===== config.mk =====
export PLATFORM = sky130hd
export DESIGN_NAME = ftd_core
export DESIGN_NICKNAME = d
export VERILOG_FILES = /design/src/ftd_pkg.sv /design/src/ftd_alu.sv /design/src/ftd_core.sv
export VERILOG_INCLUDE_DIRS = /design/src
export SDC_FILE = /design/constraint.sdc
export NUM_CORES = 1
export LEC_CHECK = 0
export BUFFER_PORTS_ARGS = -buffer_cell sky130_fd_sc_hd__buf_2
export CAP_MARGIN = 20
export CORE_MARGIN = 2
export CORE_UTILIZATION = 55
export DETAILED_ROUTE_END_ITERATION = 8
export PLACE_DENSITY = 0.76
export SYNTH_ARGS = -nofsm -noshare
export SYNTH_HDL_FRONTEND = slang
export SYNTH_SLANG_ARGS = --single-unit

===== constraint.sdc =====
create_clock -name clk_i -period 4.82 [get_ports clk_i]
set_clock_uncertainty 0.1 [all_clocks]
set_input_delay 0.482 -clock clk_i [delete_from_list [all_inputs] [get_ports clk_i]]
set_output_delay 0.482 -clock clk_i [all_outputs]
set_load 0.02 [all_outputs]

===== src/ftd_consts.svh =====
// Purpose: Constants for the fourteen-bit instruction decoder
// Assumes: Included by the package and the design modules
// Notes:   Field positions, opcode codes, timing counts
`ifndef FTD_CONSTS_SVH
`define FTD_CONSTS_SVH

// Instruction word and group field
`define FTD_IW           14
`define FTD_GRP_BYTE     2'h0
`define FTD_GRP_BIT      2'h1
`define FTD_GRP_BRANCH   2'h2
`define FTD_GRP_LIT      2'h3

// Byte-oriented operation field
`define FTD_B_MISC       4'h0
`define FTD_B_CLR        4'h1
`define FTD_B_SUB        4'h2
`define FTD_B_DEC        4'h3
`define FTD_B_IOR        4'h4
`define FTD_B_AND        4'h5
`define FTD_B_XOR        4'h6
`define FTD_B_ADD        4'h7
`define FTD_B_MOV        4'h8
`define FTD_B_COM        4'h9
`define FTD_B_INC        4'hA
`define FTD_B_DECSZ      4'hB
`define FTD_B_RRC        4'hC
`define FTD_B_RLC        4'hD
`define FTD_B_SWAP       4'hE
`define FTD_B_INCSZ      4'hF

// Fixed control words (low byte, operation field 0000, dest 0)
`define FTD_W_RETURN     8'h08
`define FTD_W_RETINT     8'h09
`define FTD_W_SLEEP      8'h63
`define FTD_W_WDT        8'h64

// Literal field (bits 11:8)
`define FTD_L_IOR        4'h8
`define FTD_L_AND        4'h9
`define FTD_L_XOR        4'hA

// Special file addresses and status bit positions
`define FTD_ADDR_TIMER   7'h01
`define FTD_ADDR_PORT    7'h05
`define FTD_ST_C         0
`define FTD_ST_DC        1
`define FTD_ST_Z         2
`define FTD_ST_PWRDN     3
`define FTD_ST_TO        4
// Status after reset: expiry and powerdown flags set
`define FTD_ST_RST       5'h18

// Timing: instruction cycle in oscillator periods
`define FTD_OSC_PER_CYC  4
`define FTD_STACK_DEPTH  8

`endif


===== src/ftd_pkg.sv =====
// Purpose: Types for the fourteen-bit instruction decoder
// Assumes: ftd_consts.svh supplies numeric constants
// Notes:   Types only
package ftd_pkg;
  `include "ftd_consts.svh"
  typedef enum logic [1:0] {FTD_FETCH, FTD_EXEC, FTD_FLUSH, FTD_HALT} ftd_state_t;
endpackage


===== src/ftd_alu.sv =====
// Purpose: Arithmetic and logic unit for the instruction decoder
// Assumes: Operands and carry in are stable during the execute phase
// Notes:   Purely combinational; carry is computed only for add, subtract and rotates, half carry only for add and subtract
`timescale 1ns/1ps
`include "ftd_consts.svh"
module ftd_alu
  import ftd_pkg::*;
(
  // Operation select
  input  wire logic [3:0] op_i,
  input  wire logic       lit_i,
  // Operands
  input  wire logic [7:0] acc_i,
  input  wire logic [7:0] opnd_i,
  input  wire logic       carry_i,
  // Results
  output logic [7:0]      res_o,
  output logic            c_o,
  output logic            dc_o
);
  logic [8:0] sum;
  logic [4:0] hsum;
  logic [8:0] dif;
  logic [4:0] hdif;

  // Sums and differences; carry means no borrow on subtract
  always_comb begin
    sum  = {1'b0, opnd_i} + {1'b0, acc_i};
    hsum = {1'b0, opnd_i[3:0]} + {1'b0, acc_i[3:0]};
    dif  = {1'b0, opnd_i} + {1'b0, ~acc_i} + 9'h001;
    hdif = {1'b0, opnd_i[3:0]} + {1'b0, ~acc_i[3:0]} + 5'h01;
    res_o = opnd_i;
    c_o   = carry_i;
    dc_o  = 1'b0;
    if (lit_i) begin
      case (op_i)
        `FTD_L_IOR: res_o = opnd_i | acc_i;
        `FTD_L_AND: res_o = opnd_i & acc_i;
        `FTD_L_XOR: res_o = opnd_i ^ acc_i;
        4'hC, 4'hD: begin
          res_o = dif[7:0];
          c_o   = dif[8];
          dc_o  = hdif[4];
        end
        4'hE, 4'hF: begin
          res_o = sum[7:0];
          c_o   = sum[8];
          dc_o  = hsum[4];
        end
        default: res_o = opnd_i;
      endcase
    end else begin
      case (op_i)
        `FTD_B_MISC:  res_o = acc_i;
        `FTD_B_CLR:   res_o = 8'h00;
        `FTD_B_SUB: begin
          res_o = dif[7:0];
          c_o   = dif[8];
          dc_o  = hdif[4];
        end
        `FTD_B_DEC, `FTD_B_DECSZ: res_o = opnd_i - 8'h01;
        `FTD_B_IOR:   res_o = acc_i | opnd_i;
        `FTD_B_AND:   res_o = acc_i & opnd_i;
        `FTD_B_XOR:   res_o = acc_i ^ opnd_i;
        `FTD_B_ADD: begin
          res_o = sum[7:0];
          c_o   = sum[8];
          dc_o  = hsum[4];
        end
        `FTD_B_MOV:   res_o = opnd_i;
        `FTD_B_COM:   res_o = ~opnd_i;
        `FTD_B_INC, `FTD_B_INCSZ: res_o = opnd_i + 8'h01;
        `FTD_B_RRC: begin
          res_o = {carry_i, opnd_i[7:1]};
          c_o   = opnd_i[0];
        end
        `FTD_B_RLC: begin
          res_o = {opnd_i[6:0], carry_i};
          c_o   = opnd_i[7];
        end
        `FTD_B_SWAP:  res_o = {opnd_i[3:0], opnd_i[7:4]};
        default:      res_o = opnd_i;
      endcase
    end
  end
endmodule


===== src/ftd_core.sv =====
// Purpose: Decode and execute fourteen-bit instruction words
// Assumes: Program memory answers a fetch address within the same quarter
// Notes:   Four clock phases form one instruction cycle
//
// Notes on behaviour
// RULE1 - Byte format 00/op/d/f; xor of accumulator with register sets zero flag.
// RULE2 - Byte or (0100) and and (0101) set only zero flag, one cycle.
// RULE3 - 1011 decrements and skips on zero, no flags; 0011 decrements, sets zero.
// RULE4 - 1111 increments and skips on zero, no flags; 1010 increments, sets zero.
// RULE5 - 1101 rotates left through carry, only carry changes.
// RULE6 - 1100 rotates right through carry; 1110 swaps nibbles, no flags.
// RULE7 - Bit format 01/op/b/f; op 10 skips when selected bit clear.
// RULE8 - Op 11 skips when bit set; 00 clears, 01 sets; no flags.
// RULE9 - Literal format 11 with 8-bit literal; 1000 ors literal, sets zero.
// RULE10 - Literal 1010 xors, 1001 ands into accumulator; zero flag only.
// RULE11 - 110x literal minus accumulator, 111x adds; set carry, half carry, zero.
// RULE12 - 01xx loads literal and returns in two cycles; 00xx loads, no flags.
// RULE13 - Standby word enters standby and updates expiry and powerdown flags.
// RULE14 - Program counter change or true test costs a second no-operation cycle.
// RULE15 - Port read-modify-write uses pin levels, not output latch.
// RULE16 - Writing timer zero count clears the prescaler when assigned to it.
// RULE17 - One instruction cycle lasts four oscillator periods.
// RULE18 - Destination zero writes accumulator, one writes the file register.
// RULE19 - File register instructions read the register first, then store.
// RULE20 - Top bits 10 branch in two cycles; bit 11 clear calls, set jumps.
// RULE21 - Fixed words: 08 return, 09 interrupt return, 64 watchdog kick, nop.
`timescale 1ns/1ps
`include "ftd_consts.svh"
module ftd_core
  import ftd_pkg::*;
#(
  parameter int PC_W = 13
)(
  // Clock and reset
  input  wire logic             clk_i,
  input  wire logic             sys_rst_i,
  // Program memory
  input  wire logic [13:0]      insn_i,
  output logic      [PC_W-1:0]  program_counter_o,
  // File register read and write
  output logic      [6:0]       file_addr_o,
  input  wire logic [7:0]       file_rdata_i,
  output logic                  file_rd_o,
  output logic                  file_we_o,
  output logic      [7:0]       file_wdata_o,
  // Port pins and timer zero
  input  wire logic [7:0]       port_pins_i,
  input  wire logic             prescaler_to_timer_i,
  output logic                  prescaler_clr_o,
  // Core state
  input  wire logic             wake_i,
  output logic      [7:0]       acc_o,
  output logic      [4:0]       status_o,
  output logic                  standby_o,
  output logic                  watchdog_kick_o,
  output logic                  int_enable_o
);
  ftd_state_t state;
  logic [1:0]      phase;
  logic [13:0]     ir;
  logic [7:0]      acc;
  logic [4:0]      st;
  logic [PC_W-1:0] pc;
  logic [PC_W-1:0] stack [`FTD_STACK_DEPTH];
  logic [2:0]      sp;
  logic [7:0]      pin_m;
  logic [7:0]      pin_s;
  logic            wake_m;
  logic            wake_s;

  // Decoded fields
  wire [1:0] grp     = ir[13:12];
  wire [3:0] bop     = ir[11:8];
  wire       dest    = ir[7];
  wire [6:0] faddr   = ir[6:0];
  wire [2:0] bsel    = ir[9:7];
  wire [7:0] lit     = ir[7:0];
  wire       is_byte = (grp == `FTD_GRP_BYTE);
  wire       is_bit  = (grp == `FTD_GRP_BIT);
  wire       is_br   = (grp == `FTD_GRP_BRANCH);
  wire       is_lit  = (grp == `FTD_GRP_LIT);
  wire       is_misc = is_byte && bop == `FTD_B_MISC && !dest;
  wire       w_ret   = is_misc && lit == `FTD_W_RETURN;    // [RULE21]
  wire       w_reti  = is_misc && lit == `FTD_W_RETINT;    // [RULE21]
  wire       w_wdt   = is_misc && lit == `FTD_W_WDT;       // [RULE21]
  wire       w_sleep = is_misc && lit == `FTD_W_SLEEP;     // [RULE13]
  wire       l_return_with_literal = is_lit && bop[3:2] == 2'h1;         // [RULE12]
  wire       l_load_literal_acc = is_lit && bop[3:2] == 2'h0;         // [RULE12]
  // Clear-to-accumulator and no-operation words carry no file operand
  wire       uses_f  = (is_byte && !(bop == `FTD_B_MISC && !dest)
                        && !(bop == `FTD_B_CLR && !dest)) || is_bit;

  // Pin levels replace the latch when the port is read [RULE15]
  wire [7:0] opnd_f  = (faddr == `FTD_ADDR_PORT) ? pin_s : file_rdata_i;
  wire [7:0] opnd    = is_lit ? lit : opnd_f;

  logic [7:0] alu_res;
  logic       alu_c;
  logic       alu_dc;
  ftd_alu u_alu (
    .op_i    (bop),
    .lit_i   (is_lit),
    .acc_i   (acc),
    .opnd_i  (opnd),
    .carry_i (st[`FTD_ST_C]),
    .res_o   (alu_res),
    .c_o     (alu_c),
    .dc_o    (alu_dc)
  );

  // Bit-group result and test [RULE7] [RULE8]
  wire [7:0] bmask   = 8'h01 << bsel;
  wire       bval    = |(opnd_f & bmask);
  wire [7:0] bit_res = bop[2] ? (opnd_f | bmask) : (opnd_f & ~bmask);
  wire       bit_tst = is_bit && bop[3];
  wire       bit_skp = bit_tst && (bop[2] ? bval : !bval);   // [RULE7] [RULE8]
  wire       sz_op   = is_byte && (bop == `FTD_B_DECSZ || bop == `FTD_B_INCSZ);
  wire       sz_skp  = sz_op && alu_res == 8'h00;            // [RULE3] [RULE4]
  wire       pc_chg  = is_br || w_ret || w_reti || l_return_with_literal;  // [RULE20]
  wire       two_cyc = pc_chg || bit_skp || sz_skp;          // [RULE14]

  // Result destination [RULE18]
  wire [7:0] result  = is_bit ? bit_res : alu_res;
  wire       to_file = (is_byte && dest && !is_misc) || (is_bit && !bit_tst);
  wire       to_acc  = (is_byte && !dest && !is_misc) || (is_lit && bop != 4'hB);

  // Flag classes: zero only, full arithmetic, carry only
  wire z_only = (is_byte && (bop == `FTD_B_IOR || bop == `FTD_B_AND   // [RULE2]
                || bop == `FTD_B_XOR || bop == `FTD_B_DEC              // [RULE1] [RULE3]
                || bop == `FTD_B_INC || bop == `FTD_B_CLR              // [RULE4]
                || bop == `FTD_B_MOV || bop == `FTD_B_COM) && !is_misc)
                || (is_lit && (bop == `FTD_L_IOR || bop == `FTD_L_AND  // [RULE9]
                || bop == `FTD_L_XOR));                                // [RULE10]
  wire arith  = (is_byte && (bop == `FTD_B_ADD || bop == `FTD_B_SUB))
                || (is_lit && bop[3:2] == 2'h3);                       // [RULE11]
  wire c_only = is_byte && (bop == `FTD_B_RLC || bop == `FTD_B_RRC);   // [RULE5] [RULE6]

  logic [4:0] next_st;
  always_comb begin
    next_st = st;
    if (z_only || arith) begin
      next_st[`FTD_ST_Z] = (result == 8'h00);
    end
    if (arith || c_only) begin
      next_st[`FTD_ST_C] = alu_c;
    end
    if (arith) begin
      next_st[`FTD_ST_DC] = alu_dc;
    end
    if (w_sleep) begin                                                 // [RULE13]
      next_st[`FTD_ST_TO] = 1'b1;
      next_st[`FTD_ST_PWRDN] = 1'b0;
    end else if (w_wdt) begin
      next_st[`FTD_ST_TO] = 1'b1;
      next_st[`FTD_ST_PWRDN] = 1'b1;
    end
  end

  // Program counter target
  wire [PC_W-1:0] pc_inc = pc + {{(PC_W-1){1'b0}}, 1'b1};
  wire [2:0]      sp_top = sp - 3'h1;
  wire [PC_W-1:0] pc_tgt = is_br ? {pc[PC_W-1:11], ir[10:0]} : stack[sp_top];
  wire            exec_q = state == FTD_EXEC && phase == 2'h3;
  wire            tmr_wr = exec_q && to_file && faddr == `FTD_ADDR_TIMER;
  // A taken skip steps over the word behind it; the flush cycle only idles
  wire [PC_W-1:0] pc_two  = pc + {{(PC_W-2){1'b0}}, 2'h2};
  wire            skip    = bit_skp || sz_skp;                     // [RULE3] [RULE7]
  wire [PC_W-1:0] next_pc = !exec_q ? pc : (pc_chg ? pc_tgt : (skip ? pc_two : pc_inc));

  // Pin and wake synchronisers; first stage feeds only the second
  always_ff @(posedge clk_i) begin
    pin_m  <= port_pins_i;
    pin_s  <= pin_m;
    wake_m <= wake_i;
    wake_s <= wake_m;
  end

  // Four-phase instruction cycle counter [RULE17]
  always_ff @(posedge clk_i) begin
    if (sys_rst_i) begin
      phase <= 2'h0;
    end else begin
      phase <= phase + 2'h1;
    end
  end

  // Sequencer: fetch in phase 0, read in 1, modify-write in 3 [RULE19]
  always_ff @(posedge clk_i) begin
    if (sys_rst_i) begin
      state <= FTD_FETCH;
      ir    <= 14'h0000;
      pc    <= '0;
      sp    <= 3'h0;
    end else if (phase == 2'h3) begin
      case (state)
        FTD_FETCH: begin
          state <= FTD_EXEC;
        end
        FTD_EXEC: begin
          pc    <= next_pc;                                  // [RULE14]
          state <= w_sleep ? FTD_HALT : (two_cyc ? FTD_FLUSH : FTD_EXEC);
          if (is_br && !ir[11]) begin                        // [RULE20]
            stack[sp] <= pc_inc;
            sp        <= sp + 3'h1;
          end else if (w_ret || w_reti || l_return_with_literal) begin     // [RULE12] [RULE21]
            sp <= sp_top;
          end
        end
        FTD_FLUSH: begin                                     // [RULE14]
          state <= FTD_EXEC;
        end
        default: begin
          state <= wake_s ? FTD_FETCH : FTD_HALT;
        end
      endcase
    end
    if (phase == 2'h0 && state != FTD_HALT) begin
      ir <= insn_i;
    end
  end

  // Execute-phase register updates
  always_ff @(posedge clk_i) begin
    if (sys_rst_i) begin
      acc             <= 8'h00;
      st              <= `FTD_ST_RST;
      file_addr_o     <= 7'h00;
      file_rd_o       <= 1'b0;
      file_we_o       <= 1'b0;
      file_wdata_o    <= 8'h00;
      prescaler_clr_o <= 1'b0;
      watchdog_kick_o <= 1'b0;
      int_enable_o    <= 1'b0;
    end else begin
      file_addr_o     <= faddr;
      // Strobe once the new word sits in ir, so strobe and address agree
      file_rd_o       <= state == FTD_EXEC && phase == 2'h1 && uses_f; // [RULE19]
      file_we_o       <= exec_q && to_file;                            // [RULE18]
      file_wdata_o    <= result;
      prescaler_clr_o <= tmr_wr && prescaler_to_timer_i;               // [RULE16]
      watchdog_kick_o <= exec_q && w_wdt;
      if (exec_q) begin
        st <= next_st;
        if (to_acc) begin
          acc <= l_load_literal_acc || l_return_with_literal ? lit : result;                   // [RULE12]
        end
        if (w_reti) begin
          int_enable_o <= 1'b1;
        end
      end
    end
  end

  // Outputs from flip-flops
  always_ff @(posedge clk_i) begin
    if (sys_rst_i) begin
      program_counter_o <= '0;
      acc_o             <= 8'h00;
      status_o          <= `FTD_ST_RST;
      standby_o         <= 1'b0;
    end else begin
      program_counter_o <= next_pc;  // Loaded from next_pc on the same edge as pc, so the phase-0 fetch sees the new address
      acc_o             <= acc;
      status_o          <= st;
      standby_o         <= state == FTD_HALT;
    end
  end

  // Checks
  a_rot_carry_only: assert property (@(posedge clk_i) disable iff (sys_rst_i) // [RULE5]
    exec_q && c_only |=> st[`FTD_ST_Z] == $past(st[`FTD_ST_Z]))
    else $error("rotate changed zero flag");
  a_skip_flush: assert property (@(posedge clk_i) disable iff (sys_rst_i) // [RULE14]
    exec_q && two_cyc && !w_sleep |=> state == FTD_FLUSH)
    else $error("two-cycle op did not flush");
  a_bit_no_flag: assert property (@(posedge clk_i) disable iff (sys_rst_i) // [RULE8]
    exec_q && is_bit |=> st == $past(st))
    else $error("bit op changed flags");
  a_tmr_presc: assert property (@(posedge clk_i) disable iff (sys_rst_i) // [RULE16]
    tmr_wr && prescaler_to_timer_i |=> prescaler_clr_o)
    else $error("prescaler not cleared");
  a_sleep_halt: assert property (@(posedge clk_i) disable iff (sys_rst_i) // [RULE13]
    exec_q && w_sleep |=> state == FTD_HALT ##1 standby_o)
    else $error("standby not entered");
  a_load_literal_acc_load: assert property (@(posedge clk_i) disable iff (sys_rst_i) // [RULE12]
    exec_q && l_load_literal_acc |=> acc == $past(lit) && st == $past(st))
    else $error("literal load wrong");
  a_read_first: assert property (@(posedge clk_i) disable iff (sys_rst_i) // [RULE19]
    exec_q && to_file |-> $past(file_rd_o))
    else $error("write without prior read");
  a_dest_acc: assert property (@(posedge clk_i) disable iff (sys_rst_i) // [RULE18]
    exec_q && is_byte && !dest && !is_misc |=> !file_we_o)
    else $error("accumulator result written to file");
  a_phase_wrap: assert property (@(posedge clk_i) disable iff (sys_rst_i) // [RULE17]
    phase == 2'h3 |=> phase == 2'h0)
    else $error("cycle not four phases");
  a_fetch_addr: assert property (@(posedge clk_i) disable iff (sys_rst_i) // [RULE14]
    phase == 2'h0 |-> program_counter_o == pc)
    else $error("fetch address behind program counter");
  c_sleep: cover property (@(posedge clk_i) exec_q && w_sleep);
  c_skip: cover property (@(posedge clk_i) exec_q && sz_skp);
  c_call: cover property (@(posedge clk_i) exec_q && is_br && !ir[11]);
  c_return_with_literal: cover property (@(posedge clk_i) exec_q && l_return_with_literal);
endmodule


==> results.sh <==
export IMPL_status="finished, violations left"
export IMPL_violations="negative setup slack"
export IMPL_ys_seq_area_share_pct=46.4
export IMPL_clkLatencyLatePin_ns=0.53
export IMPL_fmax_mhz=199
export IMPL_regArea_um2=5470
export IMPL_gp_congestion=1.04
export IMPL_async_flop_share_pct=0
export IMPL_crit_top_cell="buf_4"
export IMPL_slew_headroom_pct=20.3
export IMPL_ir_drop_v=0.000348
export IMPL_clockRootBuffer="clkbuf_16"
export IMPL_grt_pass1_wl_mm=59.3
export IMPL_dr_pass1_iters=6
export IMPL_setup_violations=22
export IMPL_wl_per_cell_um=24.7
export IMPL_final_cell_mix="143 x buf_4, 118 x edfxtp_1, 95 x dfxtp_1"
export IMPL_layout_commonest_cell="buf_4"
export IMPL_postPlaceCellArea_um2=13300
export IMPL_synth_flop_cell="edfxtp_1"
export IMPL_drv_cap=0
export IMPL_seqPwrFrac_pct=38.9
export IMPL_synth_compound_area_share_pct=18.0
export IMPL_yosys_area_share_simple_pct=16.6
export IMPL_synth_top_family_by_area="compound AO/OA/AOI/OAI gates"
export IMPL_start_kind="register"
export IMPL_rsz0062_at_grt="yes"
export IMPL_critPathTopFamily="simple AND/OR/NAND/NOR gates"
export IMPL_routed_wl_mm=40.1
export IMPL_max_stage_delay_ns=0.45
export IMPL_drive_above_1_share_pct=31.3
export IMPL_synth_edf_count=118
export IMPL_route_detailed_drc=0
export IMPL_cts_sinks=214
export IMPL_worstMarginPinSlew_ns=1.16
export IMPL_synth_fp_nets=1216
export IMPL_clk_pin_slew_ns=0.06
export IMPL_cp_max_fo=4
export IMPL_syn_inst=1144
export IMPL_grt_max_degree=51
export IMPL_cp_data_required_time_ns=5.11
export IMPL_multi_input_comb_area_um2=6460
export IMPL_synth_top_area_share_pct=30.1
export IMPL_drtIter0Drc=1470
export IMPL_slew_viol_final=0
export IMPL_p_int_uw=3560
export IMPL_synth_area_top_cells="edfxtp_1 30%, dfxtp_1 16%, mux4_2 5.4%"
export IMPL_nFillCells=1462
export IMPL_via_per_inst=6.69
export IMPL_synth_area_um2=11800
export IMPL_synth_xor_area_share_pct=2.83
export IMPL_cts_tree="built"
export IMPL_yosys_area_top_type="edfxtp_1"
export IMPL_worst_slack_ns=-0.215
export IMPL_period_minus_slack_ns=5.04
export IMPL_crit_slowest_cell="or3_4"
export IMPL_power_density_nw_per_um2=342
export IMPL_path_cells="or3_4, o311ai_4, nand3_4, inv_2, ha_2, inv_1, fa_2, a22oi_2, a311oi_2, buf_4, a211oi_2, a31oi_2, nor4_2, and4b_1, nand3b_1, buf_4, o21bai_1, or3b_4, a221o_1"
export IMPL_dp_final_hpwl_mm=27.7
export IMPL_hp_class="in2reg"
export IMPL_worstPathArrival_ns=5.32
export IMPL_clkPwrFrac_pct=34.3
export IMPL_dieArea_um2=22600
export IMPL_holdWs_ns=0.158
export IMPL_synth_seq_cells=214
export IMPL_ys_types=93
export IMPL_synth_mux_area_share_pct=7.70
export IMPL_critPathKind="reg2reg"
export IMPL_grt_usage_pct=34.5
export IMPL_power_frac_comb_pct=26.9
export IMPL_final_area_um2=15000
export IMPL_netSwitchingPower_uw=1570
export IMPL_core_area_um2=21000
export IMPL_p_sw_share_pct=30.6
export IMPL_h_tree_depth=1
export IMPL_grt_pass1_vias=10100
export IMPL_num_vias=10900
export IMPL_cts_buffer_depth=3
export IMPL_io_pins=81
export IMPL_finalHoldViolations=0
export IMPL_antenna_found_initial=1
export IMPL_numCtsBuffers=23
export IMPL_power_leakage_uw=0.00572
export IMPL_die_h_um=150
export IMPL_synth_fa_ha_area_share_pct=4.32
export IMPL_grt_overflow_total=0
export IMPL_path_buf_inv=4
export IMPL_syn_to_final_growth_pct=27.1
export IMPL_min_period_over_period_pct=104
export IMPL_synth_warnings=0
export IMPL_final_antenna_net_count=0
export IMPL_final_nets=1403
export IMPL_start_util_pct=56.0
export IMPL_place_port_buffers=79
export IMPL_die_w_um=150
export IMPL_rows=53
export IMPL_critPathCaptureType="register"
export IMPL_synth_avg_cell_area_um2=10.3
## Yosys cell counts (8+ instances only)
cell      count
mux2i_1      22
dfxtp_1      96
and2_1       10
clkbuf_1     62
edfxtp_1    118
a221oi_1     17
o21ai_0      66
xnor2_1      25
buf_2        10
and3_1       24
a211oi_1     14
inv_1        35
a31oi_1      20
nor2_1       93
a21oi_1      57
o31ai_1       8
or3_1         9
mux4_2       28
xor2_1       13
nand2b_1     14
nand4_1       9
nor3_1       27
o221ai_1     10
nand3b_1      9
nand3_1      40
ha_1         35
nor2b_1      31
o21ai_1       8
buf_1        10
nand2_1      67
## through the flow
step | setup WS, ns | utilization (%) | total power, µW | instances | setup TNS, ns
floorplan | -0.00127 | - | 2730 | 1144 | -0.00255
global route | -0.441 | 71.2 | 5270 | 1623 | -6.89
detailed placement | -0.179 | 63.2 | 3180 | 1548 | -1.96
global placement | -0.0758 | 63.2 | 3180 | 1548 | -0.249
finish | -0.215 | 71.2 | 5130 | 1625 | -1.62
CTS | -0.0875 | 68.5 | 4980 | 1610 | -0.225
## state kept, by name, indices dropped and copies added, names as in the netlist, 2 cells and up
register	cells
pc	13
file_addr_o	7
state	2
phase	2
acc_o	8
file_wdata_o	8
st	4
status_o	4
pin_s	8
pin_m	8
ir	14
program_counter_o	13
sp	3
acc	8
stack	104
## worst reg2reg max path, delay by kind of cell (launching register included)
family	cells	cell delay (ns)
compound gates	7	1.55
fa+ha+maj	2	0.62
buf+inv	4	0.47
flops	1	0.41
simple gates	6	1.75
## final timing paths
| check | cells past startpoint | from | endpoint | slack (ns) |
|---|---|---|---|---|
| worst max register to register | 19 | ir[5] | pc[2] | -0.22 |
| worst min register to register | 0 | pin_m[2] | pin_s[2] | 0.23 |
| worst min-delay path | 2 | insn_i[0] | ir[0] | 0.16 |
| worst max-delay path | 19 | ir[5] | pc[2] | -0.22 |
## cell families (layout without fill, tap and decap cells)
| logic type | after synthesis | in the layout |
|---|---|---|
| compound gates | 303 | 303 |
| xor+xnor | 38 | 38 |
| fa+ha+maj | 39 | 39 |
| buf+inv | 120 | 324 |
| flops | 214 | 214 |
| mux | 55 | 55 |
| other cells | 1 | 3 |
| simple gates | 374 | 374 |
## power by group through the flow
stage / Clock, µW / Sequential (µW) / Combinational (µW)
finish: 1760 / 1990 / 1380
global route: 1830 / 2000 / 1450
CTS: 1770 / 1990 / 1220
detailed placement: 0 / 2030 / 1150
global placement: 0 / 2030 / 1150
floorplan: 0 / 2040 / 684
## cell type report
cell class,instances,share of cell area [%]
Multi-Input combinational cell,810,43.2
Sequential cell,214,36.5
Timing Repair Buffer,247,11.9
Clock buffer,30,4.40
Tap cell,275,2.30
Inverter,35,0.903
Clock inverter,12,0.744
Antenna cell,2,0.0334
## layer usage
layer / global-route usage [%] / part of all wire (%) / up-vias
met1: 48.3 / 39 / 5180
met3: 8.06 / 12 / 173
met5: 0 / 0 / -
met2: 52.1 / 44 / 804
li1: - / - / 4718
met4: 13.6 / 5.0 / 0
## repair_timing
action                                  CTS  global route
setup buffers                            11            16
hold endpoints to repair                  9             0
pin swaps                                19            27
hold buffers                              9             0
resized for setup                        35            80
gates cloned                              0             1
endpoints found under the setup margin   27            29
(Power assumes the default switching activity.)
